==> config.mk <==
export PLATFORM = sky130hd
export DESIGN_NAME = lcd_datapath
export DESIGN_NICKNAME = d
export VERILOG_FILES = /design/src/include/lcd_pkg.sv /design/src/rtl/lcd_datapath.sv
export SDC_FILE = /design/constraint.sdc
export NUM_CORES = 2
export LEC_CHECK = 0
export BUFFER_PORTS_ARGS = -buffer_cell sky130_fd_sc_hd__buf_2
export CORE_UTILIZATION = 25
export DETAILED_ROUTE_END_ITERATION = 8
export PLACE_DENSITY = 0.38
export RECOVER_POWER = 50
export SLEW_MARGIN = 0
export SYNTH_ARGS = -nofsm -noshare
export SYNTH_HDL_FRONTEND = slang
export SYNTH_SLANG_ARGS = --single-unit
==> constraint.sdc <==
create_clock -name clk -period 8.8 [get_ports clk]
set_input_delay 0.44 -clock clk [delete_from_list [all_inputs] [get_ports clk]]
set_output_delay 0.44 -clock clk [all_outputs]
set_load 0.02 [all_outputs]
==> src/include/lcd_pkg.sv <==
// constants shared by the lane coding datapath
package lcd_pkg;
  localparam int LANES = 4;
  localparam int EL_W = 36;
  localparam int CW_W = 33;
  localparam int WORD_W = 32;
  localparam int WBE_W = 4;
  localparam int PAY_W = 135;
  localparam int ECC_W = 9;
  localparam int SYN_W = 8;
  localparam int CHUNK_W = 128;
  localparam int BE_W = 16;
  localparam int LAST_W = 2;
  localparam int EGW = CHUNK_W + BE_W + LAST_W;
  localparam int FIFO_DEPTH = 4;
  localparam int ID_W = 2;
  localparam int SYNC_BIT = 134;
  // comma-bearing lane sync word, upper 34 bits; low 2 bits carry the lane id
  localparam logic [33:0] SYNC_HI = 34'h2fa3c5a0f;
  localparam logic [35:0] LFSR_SEED = 36'h0f0f0f0f1;
  localparam int LFSR_TAP = 24;
  localparam int HPOS_FIRST = 3;
  localparam logic [3:0] BE_FULL = 4'hf;
  localparam logic [7:0] OCT_ON = 8'hff;
  localparam logic [7:0] OCT_OFF = 8'h00;
  localparam logic [1:0] LAST_EL = 2'h3;
endpackage

==> src/rtl/lcd_datapath.sv <==
// lane coding datapath: fifo, transmit coder/scrambler, receive aligner/decoder
// Function
// - slice 128-bit chunks into 32-bit words
// - code each word with enables to 33 bits
// - four words, last flags, sync, ECC: 144
// - split block into four 36-bit lane elements
// - scramble each lane independently
// - receive: align, sync, descramble, correct, decode
// - command word precedes its data in fifo
// - data enters in whole eight-byte octets
// - at most 16 bytes per clock
// - one-lane or four-lane operation
// - detect and fix inverted lane polarity
// - identify logical lane, reorder lanes
// - internal loopback of transmit to receive
// - separate ingress and egress fifos
// - sync word holds comma for alignment
// - ignore commas once lane is active
`timescale 1ns/1ps

module lcd_fifo #(
  parameter int W = 8,
  parameter int DEPTH = 4
) (
  // clock and reset
  input wire logic clk,
  input wire logic rst_n,
  // fill side
  input wire logic in_valid,
  output logic in_ready,
  input wire logic [W-1:0] in_data,
  // drain side
  output logic out_valid,
  input wire logic out_ready,
  output logic [W-1:0] out_data
);
  localparam int AW = $clog2(DEPTH);
  localparam int CW = $clog2(DEPTH + 1);
  logic [W-1:0] mem [DEPTH];
  logic [AW-1:0] wptr;
  logic [AW-1:0] rptr;
  logic [CW-1:0] count;
  logic push;
  logic pop;

  // handshake terms
  assign in_ready = count != CW'(DEPTH);
  assign out_valid = count != '0;
  assign out_data = mem[rptr];
  assign push = in_valid & in_ready;
  assign pop = out_valid & out_ready;

  // storage
  always_ff @(posedge clk) begin
    if (push) begin
      mem[wptr] <= in_data;
    end
  end

  // pointers and fill level
  always_ff @(posedge clk or negedge rst_n) begin
    if (!rst_n) begin
      wptr <= '0;
      rptr <= '0;
      count <= '0;
    end else begin
      if (push) begin
        wptr <= (wptr == AW'(DEPTH - 1)) ? '0 : AW'(wptr + 1'b1);
      end
      if (pop) begin
        rptr <= (rptr == AW'(DEPTH - 1)) ? '0 : AW'(rptr + 1'b1);
      end
      if (push != pop) begin
        count <= push ? CW'(count + 1'b1) : CW'(count - 1'b1);
      end
    end
  end
endmodule

module lcd_datapath (
  // clock and reset
  input wire logic clk,
  input wire logic rst_n,
  // mode
  input wire logic four_lane,
  input wire logic loopback,
  // egress chunks from the link transfer layer
  input wire logic eg_valid,
  output logic eg_ready,
  input wire logic [lcd_pkg::CHUNK_W-1:0] eg_data,
  input wire logic [lcd_pkg::BE_W-1:0] eg_be,
  input wire logic [lcd_pkg::LAST_W-1:0] eg_last,
  output logic eg_reject,
  // serializer lanes
  output logic [lcd_pkg::LANES-1:0][lcd_pkg::EL_W-1:0] tx_lane_data,
  input wire logic [lcd_pkg::LANES-1:0][lcd_pkg::EL_W-1:0] rx_lane_data,
  output logic [lcd_pkg::LANES-1:0] sym_align_en,
  output logic [lcd_pkg::LANES-1:0] lane_active_state,
  // ingress chunks to the link transfer layer
  output logic ig_valid,
  input wire logic ig_ready,
  output logic [lcd_pkg::CHUNK_W-1:0] ig_data,
  output logic [lcd_pkg::BE_W-1:0] ig_be,
  output logic [lcd_pkg::LAST_W-1:0] ig_last,
  output logic ecc_corr,
  output logic rx_err
);
  localparam int L = lcd_pkg::LANES;
  localparam int E = lcd_pkg::EL_W;

  // check bits of a shortened SEC-DED code over the payload
  function automatic logic [lcd_pkg::ECC_W-1:0] lcd_ecc(input logic [lcd_pkg::PAY_W-1:0] d);
    logic [lcd_pkg::ECC_W-1:0] c;
    int pos;
    c = '0;
    pos = lcd_pkg::HPOS_FIRST;
    for (int j = 0; j < lcd_pkg::PAY_W; j++) begin
      if ((pos & (pos - 1)) == 0) begin
        pos = pos + 1;
      end
      for (int k = 0; k < lcd_pkg::SYN_W; k++) begin
        if (pos[k]) begin
          c[k] = c[k] ^ d[j];
        end
      end
      pos = pos + 1;
    end
    c[lcd_pkg::SYN_W] = ^{c[lcd_pkg::SYN_W-1:0], d};
    return c;
  endfunction

  // flip the payload bit at the syndrome's position
  function automatic logic [lcd_pkg::PAY_W-1:0] lcd_fix(input logic [lcd_pkg::PAY_W-1:0] d,
                                                          input logic [lcd_pkg::SYN_W-1:0] s);
    logic [lcd_pkg::PAY_W-1:0] r;
    int pos;
    r = d;
    pos = lcd_pkg::HPOS_FIRST;
    for (int j = 0; j < lcd_pkg::PAY_W; j++) begin
      if ((pos & (pos - 1)) == 0) begin
        pos = pos + 1;
      end
      if (lcd_pkg::SYN_W'(pos) == s) begin
        r[j] = ~r[j];
      end
      pos = pos + 1;
    end
    return r;
  endfunction

  // advance the lane scrambler by one element
  function automatic logic [lcd_pkg::EL_W-1:0] lcd_step(input logic [lcd_pkg::EL_W-1:0] s);
    logic [lcd_pkg::EL_W-1:0] r;
    r = s;
    for (int i = 0; i < lcd_pkg::EL_W; i++) begin
      r = {r[lcd_pkg::EL_W-2:0], r[lcd_pkg::EL_W-1] ^ r[lcd_pkg::LFSR_TAP]};
    end
    return r;
  endfunction

  logic legal;
  logic efo_valid;
  logic efo_ready;
  logic [lcd_pkg::EGW-1:0] efo_data;
  logic [lcd_pkg::PAY_W-1:0] pay;
  logic [4*E-1:0] blk;
  logic [4*E-1:0] tx_blk;
  logic tx_busy;
  logic [1:0] elc;
  logic tx_start;
  logic [L-1:0] sel_v;
  logic [L-1:0][E-1:0] sel_el;
  logic [L-1:0][E-1:0] tx_lfsr;

  // chunk must be whole octets and not empty
  assign legal = (eg_be[7:0] == lcd_pkg::OCT_ON || eg_be[7:0] == lcd_pkg::OCT_OFF) &&
                 (eg_be[15:8] == lcd_pkg::OCT_ON || eg_be[15:8] == lcd_pkg::OCT_OFF) &&
                 (eg_be != '0);

  // egress fifo, one 16-byte chunk per clock at most
  lcd_fifo #(.W(lcd_pkg::EGW), .DEPTH(lcd_pkg::FIFO_DEPTH)) u_egress (
    .clk(clk),
    .rst_n(rst_n),
    .in_valid(eg_valid & legal),
    .in_ready(eg_ready),
    .in_data({eg_last, eg_be, eg_data}),
    .out_valid(efo_valid),
    .out_ready(efo_ready),
    .out_data(efo_data)
  );

  // illegal chunk dropped and flagged
  always_ff @(posedge clk or negedge rst_n) begin
    if (!rst_n) begin
      eg_reject <= 1'b0;
    end else begin
      eg_reject <= eg_valid & ~legal;
    end
  end

  // slice, code and protect one chunk
  always_comb begin
    pay = '0;
    for (int k = 0; k < 4; k++) begin
      if (efo_data[lcd_pkg::CHUNK_W + 4*k +: lcd_pkg::WBE_W] == lcd_pkg::BE_FULL) begin
        pay[lcd_pkg::CW_W*k +: lcd_pkg::CW_W] = {1'b0, efo_data[lcd_pkg::WORD_W*k +: lcd_pkg::WORD_W]};
      end else begin
        pay[lcd_pkg::CW_W*k +: lcd_pkg::CW_W] = {1'b1, {lcd_pkg::WORD_W{1'b0}}};
      end
    end
    pay[lcd_pkg::SYNC_BIT] = 1'b1;
    pay[4*lcd_pkg::CW_W +: lcd_pkg::LAST_W] = efo_data[lcd_pkg::EGW-1 -: lcd_pkg::LAST_W];
    blk = {lcd_ecc(pay), pay};
  end

  assign efo_ready = ~tx_busy;
  assign tx_start = efo_valid & ~tx_busy;

  // single-lane sequencing of the remaining elements
  always_ff @(posedge clk or negedge rst_n) begin
    if (!rst_n) begin
      tx_busy <= 1'b0;
      elc <= '0;
      tx_blk <= '0;
    end else if (tx_start && !four_lane) begin
      tx_blk <= blk;
      tx_busy <= 1'b1;
      elc <= 2'h1;
    end else if (tx_busy) begin
      elc <= 2'(elc + 1'b1);
      tx_busy <= elc != lcd_pkg::LAST_EL;
    end
  end

  // element selection per lane
  always_comb begin
    for (int i = 0; i < L; i++) begin
      sel_v[i] = four_lane & tx_start;
      sel_el[i] = blk[E*i +: E];
    end
    if (!four_lane) begin
      sel_v[0] = tx_start | tx_busy;
      sel_el[0] = tx_busy ? tx_blk[E*elc +: E] : blk[E-1:0];
    end
  end

  logic [L-1:0][E-1:0] rx_raw;
  logic [L-1:0][E-1:0] rx_w;
  logic [L-1:0] is_sync;
  logic [L-1:0] inv;
  logic [L-1:0][lcd_pkg::ID_W-1:0] lid;
  logic [L-1:0][E-1:0] rx_lfsr;
  logic [L-1:0][E-1:0] rx_el;
  logic [L-1:0] rx_ev;
  logic [L-1:0] rx_es;

  for (genvar i = 0; i < L; i++) begin : g_lane
    // scrambled element or unscrambled sync word
    always_ff @(posedge clk or negedge rst_n) begin
      if (!rst_n) begin
        tx_lane_data[i] <= '0;
        tx_lfsr[i] <= lcd_pkg::LFSR_SEED;
      end else if (sel_v[i]) begin
        tx_lane_data[i] <= sel_el[i] ^ tx_lfsr[i];
        tx_lfsr[i] <= lcd_step(tx_lfsr[i]);
      end else begin
        tx_lane_data[i] <= {lcd_pkg::SYNC_HI, lcd_pkg::ID_W'(i)};
        tx_lfsr[i] <= lcd_pkg::LFSR_SEED;
      end
    end

    assign rx_raw[i] = loopback ? tx_lane_data[i] : rx_lane_data[i];
    assign rx_w[i] = rx_raw[i] ^ {E{inv[i]}};
    assign is_sync[i] = rx_w[i][E-1:lcd_pkg::ID_W] == lcd_pkg::SYNC_HI;
    assign sym_align_en[i] = ~lane_active_state[i];

    // symbol lock, polarity and lane identity
    always_ff @(posedge clk or negedge rst_n) begin
      if (!rst_n) begin
        lane_active_state[i] <= 1'b0;
        inv[i] <= 1'b0;
        lid[i] <= '0;
      end else if (!lane_active_state[i]) begin
        if (rx_raw[i][E-1:lcd_pkg::ID_W] == lcd_pkg::SYNC_HI) begin
          lane_active_state[i] <= 1'b1;
          inv[i] <= 1'b0;
          lid[i] <= rx_raw[i][lcd_pkg::ID_W-1:0];
        end else if (~rx_raw[i][E-1:lcd_pkg::ID_W] == lcd_pkg::SYNC_HI) begin
          lane_active_state[i] <= 1'b1;
          inv[i] <= 1'b1;
          lid[i] <= ~rx_raw[i][lcd_pkg::ID_W-1:0];
        end
      end
    end

    // descrambler, reseeded by each sync word
    always_ff @(posedge clk or negedge rst_n) begin
      if (!rst_n) begin
        rx_lfsr[i] <= lcd_pkg::LFSR_SEED;
        rx_el[i] <= '0;
        rx_ev[i] <= 1'b0;
        rx_es[i] <= 1'b0;
      end else begin
        rx_el[i] <= rx_w[i] ^ rx_lfsr[i];
        rx_ev[i] <= lane_active_state[i] & ~is_sync[i];
        rx_es[i] <= lane_active_state[i] & is_sync[i];
        if (lane_active_state[i]) begin
          rx_lfsr[i] <= is_sync[i] ? lcd_pkg::LFSR_SEED : lcd_step(rx_lfsr[i]);
        end
      end
    end
  end

  logic [L-1:0][E-1:0] lel;
  logic [L-1:0] lv;
  logic [L-1:0] ls;
  logic [4*E-1:0] rx_blk;
  logic rx_blk_v;
  logic [1:0] rcnt;

  // logical lane k from the physical lane that named itself k
  always_comb begin
    for (int k = 0; k < L; k++) begin
      lel[k] = '0;
      lv[k] = 1'b0;
      ls[k] = 1'b0;
      for (int p = 0; p < L; p++) begin
        if (lane_active_state[p] && lid[p] == lcd_pkg::ID_W'(k)) begin
          lel[k] = rx_el[p];
          lv[k] = rx_ev[p];
          ls[k] = rx_es[p];
        end
      end
    end
  end

  // block reassembly; in single-lane mode a sync word restarts the element count
  always_ff @(posedge clk or negedge rst_n) begin
    if (!rst_n) begin
      rx_blk <= '0;
      rx_blk_v <= 1'b0;
      rcnt <= '0;
    end else begin
      rx_blk_v <= 1'b0;
      if (four_lane) begin
        rcnt <= '0;
        if (&lv) begin
          rx_blk <= {lel[3], lel[2], lel[1], lel[0]};
          rx_blk_v <= 1'b1;
        end
      end else if (ls[0]) begin
        rcnt <= '0;
      end else if (lv[0]) begin
        rx_blk[E*rcnt +: E] <= lel[0];
        rcnt <= 2'(rcnt + 1'b1);
        rx_blk_v <= rcnt == lcd_pkg::LAST_EL;
      end
    end
  end

  logic [lcd_pkg::ECC_W-1:0] calc;
  logic [lcd_pkg::SYN_W-1:0] syn;
  logic perr;
  logic bad;
  logic [lcd_pkg::PAY_W-1:0] fixed;
  logic [lcd_pkg::EGW-1:0] ifo_in;
  logic push;
  logic ifo_ready;

  // error correction and 33-to-32 decoding
  always_comb begin
    calc = lcd_ecc(rx_blk[lcd_pkg::PAY_W-1:0]);
    syn = calc[lcd_pkg::SYN_W-1:0] ^ rx_blk[lcd_pkg::PAY_W +: lcd_pkg::SYN_W];
    perr = ^rx_blk;
    bad = (syn != '0) & ~perr;
    fixed = (syn != '0 && perr) ? lcd_fix(rx_blk[lcd_pkg::PAY_W-1:0], syn) : rx_blk[lcd_pkg::PAY_W-1:0];
    ifo_in = '0;
    ifo_in[lcd_pkg::EGW-1 -: lcd_pkg::LAST_W] = fixed[4*lcd_pkg::CW_W +: lcd_pkg::LAST_W];
    for (int k = 0; k < 4; k++) begin
      if (!fixed[lcd_pkg::CW_W*k + lcd_pkg::WORD_W]) begin
        ifo_in[lcd_pkg::WORD_W*k +: lcd_pkg::WORD_W] = fixed[lcd_pkg::CW_W*k +: lcd_pkg::WORD_W];
        ifo_in[lcd_pkg::CHUNK_W + 4*k +: lcd_pkg::WBE_W] = lcd_pkg::BE_FULL;
      end
    end
  end

  assign push = rx_blk_v & ~bad & fixed[lcd_pkg::SYNC_BIT];

  // ingress fifo toward the link transfer layer
  lcd_fifo #(.W(lcd_pkg::EGW), .DEPTH(lcd_pkg::FIFO_DEPTH)) u_ingress (
    .clk(clk),
    .rst_n(rst_n),
    .in_valid(push),
    .in_ready(ifo_ready),
    .in_data(ifo_in),
    .out_valid(ig_valid),
    .out_ready(ig_ready),
    .out_data({ig_last, ig_be, ig_data})
  );

  // receive event pulses
  always_ff @(posedge clk or negedge rst_n) begin
    if (!rst_n) begin
      ecc_corr <= 1'b0;
      rx_err <= 1'b0;
    end else begin
      ecc_corr <= rx_blk_v & (syn != '0) & perr;
      rx_err <= rx_blk_v & (bad | ~fixed[lcd_pkg::SYNC_BIT] | ~ifo_ready);
    end
  end
endmodule

After elaboration in Yosys (flattened, before gate mapping). Memory sizes are Yosys's and may differ from the RTL's. Cells that the tools add are included.

Add/subtract/negate cells: 11. Multipliers: 2. Divide/modulo/power cells: 0. Order comparisons: 0. Equal/unequal tests: 177. Shifts and indexed selects: 3. Muxes and demuxes: 257. Bitwise operators: 1442. Reductions and logical operators: 48.

Operator list (count): $xor A1 B1 Y1 (1243); $mux W36 (34); $mux W144 (4); $eq A7 B8 Y1 const A (63); $xor A36 B36 Y36 (12); $eq A34 B34 Y1 const B (12); $eq A6 B8 Y1 const A (31); $mux W1 (186); $not A1 Y1 (154); $bwmux W144 (1); $reduce_xor A144 Y1 (1); $shift A36 B34 Y144 const A (1); $shiftx A144 B9 Y36 (1); $shiftx A36 B34 Y144 (1); $reduce_xor A143 Y1 (1); $not A34 Y34 (4); $mux W135 (1); $mux W33 (4); $mux W32 (4); $eq A5 B8 Y1 const A (15); $eq A8 B8 Y1 const A (15); $eq A4 B8 Y1 const A (7); $mux W2 (17); $neg A8 Y34 (1); other kinds (32) (127).

Register bits after elaboration: 911. Bits in latches: 0. RAM bits: 1168. ROM bits: 0. Input bits: 296. Output and inout port bits: 303. Word-level logic and storage cells: 1993. Memories: 2.

Memory list: u_egress.mem (depth 4, width 146, rd ports 1, clocked after memory_dff 0, wr ports 1, RTL line lcd_datapath.sv:39) `logic [W-1:0] mem [DEPTH];`; u_ingress.mem (depth 4, width 146, rd ports 1, clocked after memory_dff 0, wr ports 1, RTL line lcd_datapath.sv:39).

Longest topological paths before layout.
Depth in word-level cells: 79. Mapped depth: 16. Mapped depth without buffers: 14.

By module. A second synthesis with hierarchy kept.

Cell total of the unflattened synthesis: 7724. Area total of the unflattened synthesis: 99761.9 um^2.

By module, submodules not included: lcd_datapath (times used 1, cells each 6083, area an instance 56347.8 um^2); lcd_fifo (u_ingress) (times used 1, cells each 823, area an instance 21723.3 um^2); lcd_fifo (u_egress) (times used 1, cells each 818, area an instance 21690.8 um^2).

Least setup slack after synthesis. Ideal clock, no wire load.

Path type: register -> register. Start: reg rx_blk[21]. End: mem u_ingress.mem[0][0] in the netlist's numbering, enable pin. Arrival time: 6281 ps. Required time: 8290 ps. Path slack: 2008 ps. Cell stages (with the launch flop): 10. Path buffers: 0. Path through: dfrtp_1 -> xnor3_1 -> xor2_1 -> xnor3_1 -> xnor3_1 -> xor3_1 -> nor4_4 -> nand4_1 -> a222oi_1 -> and3_1.

Longest elaborated chain between the ends: 70.

Ends and longest elaborated chain: start, declared (RTL line lcd_datapath.sv:317) `logic [4*E-1:0] rx_blk;`; start signal, assigned (RTL line lcd_datapath.sv:348) `rx_blk <= {lel[3], lel[2], lel[1], lel[0]};`; start signal, assigned by index (RTL line lcd_datapath.sv:354) `rx_blk[E*rcnt +: E] <= lel[0];`; $xor A1 B1 Y1 (61 in a row) (RTL line lcd_datapath.sv:123) `c[k] = c[k] ^ d[j];`; $xor A8 B8 Y8 (RTL line lcd_datapath.sv:373) `syn = calc[lcd_pkg::SYN_W-1:0] ^ rx_blk[lcd_pkg::PAY_W +: lcd_pkg::SYN_W];`; $reduce_bool A8 Y1 (RTL line lcd_datapath.sv:375, lcd_datapath.sv:376); $and A1 B1 Y1 (RTL line lcd_datapath.sv:375) `bad = (syn != '0) & ~perr;`; $not A1 Y1 (RTL line lcd_datapath.sv:387) `assign push = rx_blk_v & ~bad & fixed[lcd_pkg::SYNC_BIT];`; $and A1 B1 Y1 (RTL line lcd_datapath.sv:387); $and A1 B1 Y1 * (RTL line lcd_datapath.sv:387); $and A1 B1 Y1 * (RTL line lcd_datapath.sv:50) `assign push = in_valid & in_ready;`; $mux W1 * (RTL line lcd_datapath.sv:55) `if (push) begin`; $mux W1 (not written as such) * (RTL line lcd_datapath.sv:56) `mem[wptr] <= in_data;`; end, declared (RTL line lcd_datapath.sv:39).

Mark *: on every way between the ends. The rest lies on a longest branch, timed or not.

Worst setup path after layout.
Start: reg lane_active_state[0] in the netlist's numbering. End: reg rx_blk[68].

Longest elaborated chain between the ends: 10.

Ends and longest elaborated chain: start, declared (RTL line lcd_datapath.sv:98) `output logic [lcd_pkg::LANES-1:0] lane_active_state,`; start signal, assigned by index (RTL line lcd_datapath.sv:280) `lane_active_state[i] <= 1'b0;`; start signal, assigned by index (RTL line lcd_datapath.sv:285) `lane_active_state[i] <= 1'b1;`; start signal, assigned by index (RTL line lcd_datapath.sv:289) `lane_active_state[i] <= 1'b1;`; $logic_and A1 B1 Y1 (RTL line lcd_datapath.sv:328) `if (lane_active_state[p] && lid[p] == lcd_pkg::ID_W'(k)) begin`; $mux W36 (4 in a row) (RTL line lcd_datapath.sv:328); $shiftx A36 B34 Y144 (RTL line lcd_datapath.sv:354); $bwmux W144 (RTL line lcd_datapath.sv:354); $mux W144 (RTL line lcd_datapath.sv:353) `end else if (lv[0]) begin`; $mux W144 (RTL line lcd_datapath.sv:351) `end else if (ls[0]) begin`; $mux W144 (RTL line lcd_datapath.sv:345) `if (four_lane) begin`.

Parallel ways exist; a longest one is shown, timed or not. The select of a mux whose other input is x is not followed. A chain may end at the register's enable or synchronous reset.

==> reports/metrics.yaml <==
syn2layout_area_growth_pct: 19.0
clk_pin_slew_worst_paths_ns: 0.06
critical_path.top_delay_family: "buffers and inverters"
ctsResizeCount: 0
grt_pass1_vias: 68800
synth-async-reset-ratio_pct: 44.9
cts_sinks: 2031
syn-cell-area_um2: 98300
ctsLongestPathBuffers: 4
antenna_found_initial: 55
rr_startpoint: "lane_active_state[0]"
tightest_slew_ns: 3.92
synth_edf_count: 1120
r2r_setup_slack_ns: 2.01
rows: 229
yosys.cell_types.count: 90
setup.worst_path.start: "lane_active_state[0]"
overflow: 0
numCtsBuffers: 239
die_h_um: 629
cp.arrival_ns: 7.64
dieArea_um2: 396000
finalCritPeriodShare_pct: 77.1
grt.met1_usage_pct: 24.2
drv_slew: 1438
r2r_cells: 14
gp_congestion: 0.938
peakVddDrop_mv: 1.28
yosys.area_share.simple_pct: 9.42
status: "finished, violations left"
crit_path_end_kind: "register"
wl_per_cell_um: 31.0
start_kind: "register"
grt_max_degree: 137
synthCells: 7737
max_freq_ghz: 0.147
synth_common_cells: "edfxtp_1 (1120), nand2_1 (1014), dfrtp_1 (775)"
tns_ns: 0
grt-busiest-layer: "met2"
slew_headroom_pct: -161
wirelength_mm: 431
ant_nets: 0
path_buf_inv: 4
synth_top_family_by_area: "XOR/XNOR gates"
pin_count: 599
min_path_cells: 3
utilization_pct: 30.0
yosys.area.top_type: "edfxtp_1"
yosys.area_share.xor_xnor_pct: 12.9
setup_viol: 0
grt_usage_pct: 21.2
port_buffers: 598
crit_chain: "clkbuf_1 > inv_1 > clkbuf_1 > nor4_2 > buf_4 > a221o_1 > o21ai_0 > o21ai_0 > mux2i_1 > mux2i_1 > a22oi_1 > nor2_1 > a21oi_1 > o21ai_0"
first_iter_violations: 5384
insertion_delay_ns: 0.96
p_leak_nw: 42.2
synth_adder_area_share_pct: 0.270
drtPass1Iterations: 8
cts_tree: "done"
h-tree-depth: 4
synthMuxAreaShare_pct: 9.37
cap_viol_max_count: 31
drive_gt1_share_pct: 14.8
cpMostUsedCell: "o21ai_0"
netlist.area_leader.share_pct: 34.2
clockRootBuffer: "clkbuf_16"
ys_top_cells_by_area: "edfxtp_1 (34%), dfrtp_1 (20%), xnor2_1 (6.5%)"
hp-start: "rx_lane_data[118]"
finalHoldViolCount: 0
nets: 8798
criticalPathCategory: "register to register"
dominantRegCellSynth: "edfxtp_1"
worst-path-stages: 14
yosysMostFrequentCell: "edfxtp_1"
vias_per_cell: 4.79
core_um2: 390000
max_stage_delay_ns: 1.09
synth_nets: 8053
crit_required_ns: 9.65
synth_seq_cells: 2031
grt_pass1_wl_mm: 587
power_density_nw_per_um2: 404
min_period_ns: 6.79
dieWidth_um: 629
fillers: 39900
finClkSkew_ns: 0.0812
hold_path_class: "input pin to register"
crit_slowest_cell: "o21ai_0"
drc_errors: 0
synth_compound_area_share_pct: 8.22
violations: "max-capacitance violations, max-slew violations"
syn_avg_cell_area_um2: 12.7
vias: 66600
synth_warnings: 0
rsz0062_at_grt: "false"
cp_max_fo: 38
initial_utilization_pct: 25.2
grt.met2_usage_pct: 38.5
gr-usage-met3_pct: 2.57
dpl.hpwl_mm: 325
synth-seq-area-share_pct: 57.6
## power by group
part / total, mW / switching [mW] / internal (mW)
combinational: 22.1 / 13.6 / 8.54
sequential: 15.0 / 2.89 / 12.1
clock: 10.2 / 4.21 / 5.97
total: 47.3 / 20.7 / 26.6
## state kept, by name (all words and copies together), names as in the netlist, 8 cells and up
| name | cells |
|---|---|
| lid | 8 |
| rx_blk | 144 |
| rx_el | 144 |
| rx_lfsr | 144 |
| tx_blk | 144 |
| tx_lane_data | 144 |
| tx_lfsr | 144 |
| u_egress.mem | 584 |
| u_ingress.mem | 536 |
## layout make-up
cell class	instances	area [um2]	area share, %
Antenna cell	28	70.1	0.0599
Clock buffer	322	6630	5.67
Clock inverter	121	1350	1.16
Inverter	38	143	0.122
Multi-Input combinational cell	5219	39800	34.0
Sequential cell	2031	56600	48.4
Tap cell	5197	6500	5.56
Timing Repair Buffer	953	5850	5.00
## logic make-up (layout without fill, tap and decap cells)
kind of cell / Yosys count / in the layout
adder cells (fa/ha/maj): 20 / 20
AND/OR/NAND/NOR: 2128 / 2128
buffers and inverters: 487 / 1434
multiplexers: 522 / 522
other: 0 / 28
flip-flops: 2031 / 2031
AO/OA/AOI/OAI: 1299 / 1299
XOR/XNOR: 1250 / 1250
## path summary, 6_finish.rpt
kind	endpoint
worst max-delay path	rx_blk[68]
worst min-delay path	rx_el[118]
worst max register to register	rx_blk[68]
worst min register to register	tx_blk[35]
max in group asynchronous	u_egress.rptr[0]
min in group asynchronous	ecc_corr
## repair_timing
| item | in CTS | in global routing |
|---|---|---|
| buffers inserted | 0 | 0 |
| hold endpoints to repair | 815 | 0 |
| setup endpoints to repair | 0 | 0 |
| hold buffers | 219 | 0 |
## stage by stage
stage               total power, mW  instances  area (um2)  setup WS (ns)  hold slack [ns]
floorplan                      28.7       7737       98300           2.01            0.144
global placement               37.3      13200      107000           3.19            0.404
detailed placement             37.3      13200      107000           3.18            0.409
CTS                            47.8      13900      117000           3.10          0.00425
global route                   49.3      13900      117000           1.50           0.0266
finish                         47.3      13900      117000           2.01           0.0427
## routing by layer
layer  part of all wire [%]  up-vias
li1                       -    29500
met1                     38    34400
met2                     51     1910
met3                    3.9      694
met4                    6.6       24
met5                  0.037        -
## worst reg2reg max path: stages, from the launching register on
cell and delay, ns:
dfrtp_1 0.32, clkbuf_1 1.03, inv_1 0.10, clkbuf_1 0.71, nor4_2 0.44, buf_4 0.56, a221o_1 0.28, o21ai_0 0.08
o21ai_0 1.09, mux2i_1 0.56, mux2i_1 0.85, a22oi_1 0.24, nor2_1 0.15, a21oi_1 0.11, o21ai_0 0.22
## cells in the final DEF, fill, tap and decap left out, drive strengths merged, types with 15 or more instances in the layout
| master | instances |
|---|---|
| nand3 | 65 |
| clkinv | 86 |
| o22a | 25 |
| ha | 18 |
| nor4 | 47 |
| nand2 | 1014 |
| nor4b | 25 |
| clkbuf | 658 |
| mux2i | 194 |
| nand4 | 51 |
| a22oi | 132 |
| mux4 | 306 |
| and3 | 16 |
| xnor3 | 96 |
| nor3 | 35 |
| o22ai | 32 |
| nor2b | 48 |
| dlygate4sd3 | 219 |
| nand4b | 16 |
| xnor2 | 757 |
| edfxtp | 1120 |
| nor3b | 26 |
| a21oi | 94 |
| diode | 28 |
| a31oi | 50 |
| xor2 | 383 |
| bufinv | 24 |
| and2 | 37 |
| dfrtp | 775 |
| inv | 42 |
| buf | 398 |
| mux2 | 22 |
| nor2 | 680 |
| a221o | 143 |
| a221oi | 22 |
| o2bb2ai | 15 |
| dfstp | 136 |
| o21ai | 725 |
(Power assumes the default switching activity.)
